## config.mk

```make
export PLATFORM = sky130hd
export DESIGN_NAME = spls_shifter
export DESIGN_NICKNAME = d
export VERILOG_FILES = /design/src/design/spls_pkg.sv /design/src/design/spls_shifter.sv /design/src/design/spls_pin_sync.sv
export SDC_FILE = /design/constraint.sdc
export NUM_CORES = 1
export LEC_CHECK = 0
export BUFFER_PORTS_ARGS = -buffer_cell sky130_fd_sc_hd__buf_2
export CAP_MARGIN = 0
export CORE_ASPECT_RATIO = 1.4
export CORE_UTILIZATION = 35
export CTS_CLUSTER_DIAMETER = 50
export DETAILED_ROUTE_END_ITERATION = 16
export GPL_TIMING_DRIVEN = 0
export PLACE_DENSITY_LB_ADDON = 0.12
export SETUP_SLACK_MARGIN = 0.15
export SYNTH_ARGS = -nofsm -noshare
export SYNTH_HDL_FRONTEND = slang
export SYNTH_SLANG_ARGS = --single-unit
```

## constraint.sdc

```tcl
create_clock -name ref_clk_i -period 0.9 [get_ports ref_clk_i]
set_input_delay 0.09 -clock ref_clk_i [delete_from_list [all_inputs] [get_ports ref_clk_i]]
set_output_delay 0.09 -clock ref_clk_i [all_outputs]
set_load 0.1 [all_outputs]
```

## src/design/spls_pkg.sv

```systemverilog
// shared constants for the latched serial-to-parallel shifter
// assumes one 50 MHz system clock and five pins sampled from outside that domain
package spls_pkg;

    // number of shift stages and latch bits
    localparam int unsigned STAGE_W = 8;
    // number of sampled control and data pins
    localparam int unsigned PIN_W = 5;

    // bit positions of the pins inside the sampled pin vector
    localparam int unsigned PIN_DATA = 0;
    localparam int unsigned PIN_SHCLK = 1;
    localparam int unsigned PIN_LCLK = 2;
    localparam int unsigned PIN_CLR_N = 3;
    localparam int unsigned PIN_OE_N = 4;

    // pin levels assumed while the system reset holds: clocks low, clear and enable idle
    localparam logic [PIN_W-1:0] PIN_RST = 5'h18;

    // reset values of the storage
    localparam logic [STAGE_W-1:0] SHIFT_RST = 8'h00;
    localparam logic [STAGE_W-1:0] LATCH_RST = 8'h00;
    localparam logic [STAGE_W-1:0] DRIVE_RST = 8'h00;
    // value the shift stages take under the clear pin
    localparam logic [STAGE_W-1:0] SHIFT_CLEAR = 8'h00;
    // enable pattern while all parallel outputs drive
    localparam logic [STAGE_W-1:0] DRIVE_ALL = 8'hff;

endpackage : spls_pkg

```

## src/design/spls_shifter.sv

```systemverilog
// eight-stage serial shifter with a storage latch and three-state parallel outputs
// assumes host pins arrive asynchronously and are oversampled by the 50 MHz ref_clk_i;
// each pin level must stay at least two clock periods for it to be seen
`timescale 1ns/1ps

// Behaviour
// - a rising shift clock with clear idle shifts serial data into stage one and moves all stages up
// - with clear idle and no rising shift clock the shift stages and cascade output hold
// - a rising latch clock copies every shift stage into the latch, which feeds the parallel outputs
// - without a rising latch clock the latch and parallel output values hold
// - a high output enable releases all eight parallel outputs while storage keeps working
// - the latch follows only its clock and the shift stages only clear and shift clock
// - a low clear pin empties the shift stages and cascade output and leaves the latch alone
// - a low output enable drives the latch values onto the parallel outputs uninverted
// - the cascade output always drives the eighth shift stage uninverted
// - the output enable never touches the cascade output
module spls_shifter (
    // clock and reset
    input wire logic ref_clk_i,
    input wire logic rstn_i,
    // host pins
    input wire logic serial_data_i,
    input wire logic shift_clk_i,
    input wire logic latch_clk_i,
    input wire logic shift_clear_n_i,
    input wire logic out_enable_n_i,
    // parallel outputs, three-state as data plus enable
    output logic [spls_pkg::STAGE_W-1:0] parallel_outputs_o,
    output logic [spls_pkg::STAGE_W-1:0] parallel_outputs_oe_o,
    // cascade output, always driven
    output logic cascade_serial_out_o
);

    logic [spls_pkg::PIN_W-1:0] pins_raw;
    logic [spls_pkg::PIN_W-1:0] pins_f;
    logic data_f, shclk_f, lclk_f, clr_n_f, oe_n_f;
    logic shclk_prev_q, shclk_prev_d;
    logic lclk_prev_q, lclk_prev_d;
    logic shift_rise, latch_rise;
    logic [spls_pkg::STAGE_W-1:0] shift_stages_q, shift_stages_d;
    logic [spls_pkg::STAGE_W-1:0] latch_bits_q, latch_bits_d;
    logic [spls_pkg::STAGE_W-1:0] drive_q, drive_d;

    // gather pins so one synchroniser instance covers all of them
    assign pins_raw[spls_pkg::PIN_DATA] = serial_data_i;
    assign pins_raw[spls_pkg::PIN_SHCLK] = shift_clk_i;
    assign pins_raw[spls_pkg::PIN_LCLK] = latch_clk_i;
    assign pins_raw[spls_pkg::PIN_CLR_N] = shift_clear_n_i;
    assign pins_raw[spls_pkg::PIN_OE_N] = out_enable_n_i;

    // data shares the clock's path, so both keep their relative timing
    spls_pin_sync #(
        .WIDTH(spls_pkg::PIN_W),
        .RESET_VAL(spls_pkg::PIN_RST)
    ) u_pin_sync (
        .ref_clk_i(ref_clk_i),
        .rstn_i(rstn_i),
        .pin_i(pins_raw),
        .level_o(pins_f)
    );

    // filtered pin levels
    assign data_f = pins_f[spls_pkg::PIN_DATA];
    assign shclk_f = pins_f[spls_pkg::PIN_SHCLK];
    assign lclk_f = pins_f[spls_pkg::PIN_LCLK];
    assign clr_n_f = pins_f[spls_pkg::PIN_CLR_N];
    assign oe_n_f = pins_f[spls_pkg::PIN_OE_N];

    // edge detection on the filtered clocks; falling edges do nothing
    always_comb begin
        shclk_prev_d = shclk_f;
        lclk_prev_d = lclk_f;
    end

    assign shift_rise = shclk_f & ~shclk_prev_q;
    assign latch_rise = lclk_f & ~lclk_prev_q;

    // shift stages: clear wins over a shift edge; the clear is a level here,
    // so it acts a few clocks after the pin instead of instantly
    always_comb begin
        shift_stages_d = shift_stages_q; // hold otherwise
        if (!clr_n_f) begin
            shift_stages_d = spls_pkg::SHIFT_CLEAR;
        end else if (shift_rise) begin
            // stage one takes the pin, the rest move up
            shift_stages_d = {shift_stages_q[spls_pkg::STAGE_W-2:0], data_f};
        end
    end

    // latch: only its own clock matters; a shift edge in the same cycle is
    // not yet visible, so the latch then takes the pre-shift word
    always_comb begin
        latch_bits_d = latch_bits_q;
        if (latch_rise) begin
            latch_bits_d = shift_stages_q;
        end
    end

    // output drive follows the active-low enable, nothing else
    always_comb begin
        drive_d = oe_n_f ? spls_pkg::DRIVE_RST : spls_pkg::DRIVE_ALL;
    end

    // register stage for all state
    always_ff @(posedge ref_clk_i) begin
        if (!rstn_i) begin
            shclk_prev_q <= 1'b0;
            lclk_prev_q <= 1'b0;
            shift_stages_q <= spls_pkg::SHIFT_RST;
            latch_bits_q <= spls_pkg::LATCH_RST;
            drive_q <= spls_pkg::DRIVE_RST;
        end else begin
            shclk_prev_q <= shclk_prev_d;
            lclk_prev_q <= lclk_prev_d;
            shift_stages_q <= shift_stages_d;
            latch_bits_q <= latch_bits_d;
            drive_q <= drive_d;
        end
    end

    // outputs straight from flops; data stays valid even while released
    assign parallel_outputs_o = latch_bits_q;
    assign parallel_outputs_oe_o = drive_q;
    assign cascade_serial_out_o = shift_stages_q[spls_pkg::STAGE_W-1];

    // shift edge moves the whole word up by one
    a_shift_move: assert property (@(posedge ref_clk_i) disable iff (!rstn_i)
        (shift_rise && clr_n_f) |=> (shift_stages_q ==
            {$past(shift_stages_q[spls_pkg::STAGE_W-2:0]), $past(data_f)}))
        else $error("shift edge did not move stages");

    // cascade output takes the old seventh stage
    a_cascade_take: assert property (@(posedge ref_clk_i) disable iff (!rstn_i)
        (shift_rise && clr_n_f) |=> (cascade_serial_out_o ==
            $past(shift_stages_q[spls_pkg::STAGE_W-2])))
        else $error("cascade output missed seventh stage");

    // no shift edge, no change
    a_shift_hold: assert property (@(posedge ref_clk_i) disable iff (!rstn_i)
        (!shift_rise && clr_n_f) |=> ($stable(shift_stages_q) && $stable(cascade_serial_out_o)))
        else $error("shift stages changed without a shift edge");

    // latch edge copies the word and the outputs show it
    a_latch_copy: assert property (@(posedge ref_clk_i) disable iff (!rstn_i)
        latch_rise |=> (parallel_outputs_o == $past(shift_stages_q)))
        else $error("latch edge did not capture shift stages");

    // without a latch edge latch and outputs hold
    a_latch_hold: assert property (@(posedge ref_clk_i) disable iff (!rstn_i)
        !latch_rise |=> ($stable(latch_bits_q) && $stable(parallel_outputs_o)))
        else $error("latch changed without a latch edge");

    // high enable releases all outputs one clock later
    a_out_release: assert property (@(posedge ref_clk_i) disable iff (!rstn_i)
        oe_n_f |=> (parallel_outputs_oe_o == spls_pkg::DRIVE_RST))
        else $error("parallel outputs not released");

    // enable toggling leaves the shift stages alone
    a_enable_indep: assert property (@(posedge ref_clk_i) disable iff (!rstn_i)
        ($changed(oe_n_f) && !shift_rise && clr_n_f) |=> $stable(shift_stages_q))
        else $error("output enable disturbed shift stages");

    // clear empties the stages but spares the latch
    a_clear_stages: assert property (@(posedge ref_clk_i) disable iff (!rstn_i)
        (!clr_n_f && !latch_rise) |=> ((shift_stages_q == spls_pkg::SHIFT_CLEAR) &&
            !cascade_serial_out_o && $stable(latch_bits_q)))
        else $error("clear misbehaved");

    // low enable drives every output with latch data
    a_out_drive: assert property (@(posedge ref_clk_i) disable iff (!rstn_i)
        (!oe_n_f && !latch_rise) |=> ((parallel_outputs_oe_o == spls_pkg::DRIVE_ALL) &&
            (parallel_outputs_o == $past(latch_bits_q))))
        else $error("parallel outputs not driven with latch data");

    // cascade output only moves on a shift edge or a clear
    a_cascade_cause: assert property (@(posedge ref_clk_i) disable iff (!rstn_i)
        $changed(cascade_serial_out_o) |-> ($past(shift_rise) || !$past(clr_n_f) ||
            !$past(rstn_i)))
        else $error("cascade output changed without cause");

    // cascade keeps shifting while outputs are released
    a_cascade_hiz: assert property (@(posedge ref_clk_i) disable iff (!rstn_i)
        (oe_n_f && shift_rise && clr_n_f) |=> (cascade_serial_out_o ==
            $past(shift_stages_q[spls_pkg::STAGE_W-2])))
        else $error("cascade output stopped while released");

    // a shift clock held high must count as one edge, not one per cycle
    a_rise_once: assert property (@(posedge ref_clk_i) disable iff (!rstn_i)
        shift_rise |=> !shift_rise)
        else $error("shift edge counted twice");

    // a latch clock held high must capture once only
    a_latch_once: assert property (@(posedge ref_clk_i) disable iff (!rstn_i)
        latch_rise |=> !latch_rise)
        else $error("latch edge counted twice");

    // a falling shift clock leaves stages and cascade alone
    a_fall_ignored: assert property (@(posedge ref_clk_i) disable iff (!rstn_i)
        (!shclk_f && shclk_prev_q && clr_n_f) |=> ($stable(shift_stages_q) &&
            $stable(cascade_serial_out_o)))
        else $error("falling shift clock moved stages");

    // serial data wiggling between edges is ignored
    a_data_ignored: assert property (@(posedge ref_clk_i) disable iff (!rstn_i)
        ($changed(data_f) && !shift_rise && clr_n_f) |=> $stable(shift_stages_q))
        else $error("serial data changed stages without an edge");

    // all eight enables move together, never a partial drive
    a_oe_uniform: assert property (@(posedge ref_clk_i) disable iff (!rstn_i)
        (parallel_outputs_oe_o == spls_pkg::DRIVE_ALL) ||
            (parallel_outputs_oe_o == spls_pkg::DRIVE_RST))
        else $error("parallel output enables disagree");

    // a latch edge alone never disturbs the shift stages
    a_latch_spares: assert property (@(posedge ref_clk_i) disable iff (!rstn_i)
        (latch_rise && !shift_rise && clr_n_f) |=> $stable(shift_stages_q))
        else $error("latch edge disturbed shift stages");

    // enable toggling leaves the cascade output alone
    a_enable_cascade: assert property (@(posedge ref_clk_i) disable iff (!rstn_i)
        ($changed(oe_n_f) && !shift_rise && clr_n_f) |=> $stable(cascade_serial_out_o))
        else $error("output enable disturbed cascade output");

    // enable toggling leaves the latch alone
    a_enable_latch: assert property (@(posedge ref_clk_i) disable iff (!rstn_i)
        ($changed(oe_n_f) && !latch_rise) |=> $stable(latch_bits_q))
        else $error("output enable disturbed latch");

endmodule : spls_shifter

```

## src/design/spls_pin_sync.sv

```systemverilog
// three-flop pin synchroniser with an agreement filter
// assumes inputs arrive from outside the ref_clk_i domain
`timescale 1ns/1ps
module spls_pin_sync #(
    parameter int unsigned WIDTH = 1,
    parameter logic [WIDTH-1:0] RESET_VAL = '0
) (
    // clock and reset
    input wire logic ref_clk_i,
    input wire logic rstn_i,
    // raw pins and filtered levels
    input wire logic [WIDTH-1:0] pin_i,
    output logic [WIDTH-1:0] level_o
);

    logic [WIDTH-1:0] ff1_q, ff2_q, ff3_q, level_q;
    logic [WIDTH-1:0] level_d;

    // a change counts only once the second and third flops agree;
    // the first flop feeds nothing but the second to keep metastability contained
    always_comb begin
        level_d = level_q;
        for (int i = 0; i < int'(WIDTH); i++) begin
            if (ff2_q[i] == ff3_q[i]) begin
                level_d[i] = ff3_q[i];
            end
        end
    end

    // register stage
    always_ff @(posedge ref_clk_i) begin
        if (!rstn_i) begin
            ff1_q <= RESET_VAL;
            ff2_q <= RESET_VAL;
            ff3_q <= RESET_VAL;
            level_q <= RESET_VAL;
        end else begin
            ff1_q <= pin_i;
            ff2_q <= ff1_q;
            ff3_q <= ff2_q;
            level_q <= level_d;
        end
    end

    assign level_o = level_q;

endmodule : spls_pin_sync

```

==> results.sh <==
export IMPL_antenna_found_initial=0
export IMPL_clk_pin_slew_ns=0.07
export IMPL_fin_crit_ns=1.087
export IMPL_drc_errors=0
export IMPL_wl_met3_um=67
export IMPL_post_route_util=0.5624
export IMPL_synth_top_cells_by_area="dfxtp_1, mux2i_1, nand2_1"
export IMPL_cts_tree="built"
export IMPL_cts_inserted_buffers=5
export IMPL_ioPinCount=24
export IMPL_syn_area_mm2=0.001314
export IMPL_nFillCells=311
export IMPL_globalRoute_totalOverflow=0
export IMPL_start_util=0.3638
export IMPL_grt_pass1_vias=854
export IMPL_syn_inst=129
export IMPL_cp_cell_sequence="buf_6 > buf_12"
export IMPL_track_usage=0.1370
export IMPL_synth_distinct_cells=16
export IMPL_die_area_mm2=0.004006
export IMPL_synth_ff_type="dfxtp_1"
export IMPL_wl_met2_um=1163
export IMPL_top_layer="met4"
export IMPL_synth_top_area_cell="dfxtp_1"
export IMPL_synth_nets=136
export IMPL_worstSetupStartpointType="register"
export IMPL_fin_worst_skew_ns=0.005591
export IMPL_synth_edf_count=0
export IMPL_ant_nets=0
export IMPL_max_vdd_ir_drop_mv=1.188
export IMPL_worst_slew_pin_slew_ns=0.3190
export IMPL_rsz0062_at_grt="yes"
export IMPL_violations="negative setup slack"
export IMPL_drtIter0Drc=15
export IMPL_port_buffers=23
export IMPL_grt_max_degree=13
export IMPL_crit_start="parallel_outputs_oe_o[6]$_SDFF_PN0_"
export IMPL_dieWidth_um=53.78
export IMPL_leakagePower_nw=0.8185
export IMPL_totalWireLength_um=2291
export IMPL_layout_drive_gt1_share=0.4611
export IMPL_r2r_start="lclk_prev_q$_SDFF_PN0_"
export IMPL_area_growth_syn_to_layout_pct=54.57
export IMPL_setup_ws_ns=-0.1874
export IMPL_place_inst=194
export IMPL_status="complete, but fails checks"
export IMPL_cp_arrival_ns=1.00
export IMPL_yosys_cell_count_top_type="dfxtp_1"
export IMPL_core_mm2=0.003611
export IMPL_fin_area_mm2=0.002031
export IMPL_wl_per_cell_um=10.96
export IMPL_fp_row_count=26
export IMPL_cts_sinks=39
export IMPL_dr_pass1_iters=4
export IMPL_grt_pass1_wl_um=3698
export IMPL_gp_congestion=0.7217
export IMPL_cts_buffer_depth=2
export IMPL_cp_max_fo=8
export IMPL_yosys_top_cells_count="dfxtp_1, nand2_1, and2_1, a21oi_1, nor2b_1"
export IMPL_fin_crit_sh=1.208
export IMPL_multi_input_area_um2=505.5
export IMPL_min_from="rstn_i"
export IMPL_hold_class="in -> reg"
export IMPL_cp_slowest_cell="dfxtp_4"
export IMPL_slew_viol_final=0
export IMPL_ys_ff_latch=39
export IMPL_async_flop_share=0
export IMPL_crit_type="reg -> out"
export IMPL_wl_met1_um=974
export IMPL_yosys_warnings=0
export IMPL_synth_top_area_frac=0.5943
export IMPL_diodes=0
export IMPL_post_dp_cell_area_mm2=0.001551
export IMPL_via_per_inst=4.483
export IMPL_vias=937
export IMPL_power_density_mw_per_mm2=1462
export IMPL_cp_required_ns=0.81
export IMPL_worstSetupEndpointType="output port"
export IMPL_htree_levels=2
export IMPL_final_nets=173
export IMPL_die_h_um=74.49
export IMPL_setup_violations=25
export IMPL_tns_ns=-1.673
export IMPL_root_buffer="clkbuf_8"
export IMPL_slew_headroom=0.7873
export IMPL_slowest_delay_ns=0.42
export IMPL_hold_viol_final=0
export IMPL_maxCapViolCount=0
export IMPL_seqCellArea_um2=825.8
export IMPL_stdcell_count=209
export IMPL_clkLatencyLatePin_ns=0.29
export IMPL_syn_area_per_cell_um2=10.18
export IMPL_ys_seq_area_frac=0.5943
export IMPL_fmax_mhz=919.6
export IMPL_whs_ns=0.01695
## state kept, by name, indices dropped and copies added (netlist names)
signal / cells
shclk_prev_q: 1
u_pin_sync.level_o: 5
u_pin_sync.ff1_q: 5
u_pin_sync.ff2_q: 5
parallel_outputs_o: 8
u_pin_sync.ff3_q: 5
parallel_outputs_oe_o: 1
shift_stages_q: 8
lclk_prev_q: 1
## cell type report
class | instances | share of cell area
Buffer | 13 | 0.06531
Clock buffer | 6 | 0.03574
Clock inverter | 2 | 0.005545
Multi-Input combinational cell | 77 | 0.2489
Sequential cell | 39 | 0.4067
Tap cell | 42 | 0.02588
Timing Repair Buffer | 30 | 0.2120
## repair_timing
action | 4_1_cts | 5_1_grt
pin swaps | 2 | 0
setup buffers | 2 | 0
endpoints found under the hold margin | 5 | 0
setup endpoints to repair | 33 | 34
resized for setup | 87 | 6
hold buffers | 5 | 0
## final timing paths
path | end | slack (ns) | cells after the start
max | parallel_outputs_oe_o[4] | -0.19 | 2
min | u_pin_sync.ff1_q[4]$_SDFF_PN1_ | 0.02 | 2
max reg2reg | parallel_outputs_o[7]$_SDFFE_PN0P_ | -0.04 | 4
min reg2reg | u_pin_sync.ff2_q[4]$_SDFF_PN1_ | 0.41 | 1
## stage by stage
step,worst slack [ns],power (mW)
after floorplan,-0.04435,1.822
after global routing,-0.2323,3.111
after detailed placement,-0.1013,1.852
final,-0.1874,2.968
after global placement,-0.08675,1.850
after CTS,-0.1985,3.007
## routing by layer
layer,global-route usage,vias to the layer above
li1,-,483
met1,0.1364,426
met2,0.2209,20
met3,0.04294,8
met4,0.1228,0
met5,0,-
## cells in the final DEF, fill, tap and decap left out
cell and instances:
dfxtp_1 25, nand2_1 10, buf_4 1, and2b_1 1, o21ai_0 4, nor2_1 2
buf_2 8, buf_8 1, clkbuf_1 2, a21oi_2 7, a21oi_1 3, dfxtp_2 3
inv_4 1, a21boi_1 3, dlygate4sd3_1 5, clkinv_2 1, nand2_2 10, buf_12 16
and2_1 11, buf_6 10, nand2b_4 1, mux2i_1 8, clkbuf_8 6, nand2b_1 7
o21ai_2 1, nor2b_1 9, dfxtp_4 11
## where the power goes
part           switching, mW  internal (mW)  total [mW]
Clock                  0.593          0.543        1.14
Combinational         0.0466         0.0555       0.102
Sequential            0.0107           1.72        1.73
Total                  0.651           2.32        2.97
## critical path, delay by kind of cell, from the launching register on
family / cells / cell delay [ns]
buf+inv: 2 / 0.28
flops: 1 / 0.42
## kinds of logic (layout without fill, tap and decap cells)
| kind of cell | Yosys count | after routing | share of synthesized area |
|---|---|---|---|
| mux | 8 | 8 | 0.06095 |
| flops | 39 | 39 | 0.5943 |
| compound gates | 18 | 18 | 0.07428 |
| simple gates | 51 | 51 | 0.2019 |
| buf+inv | 13 | 51 | 0.06857 |
Power figures use the tool's default switching activity.
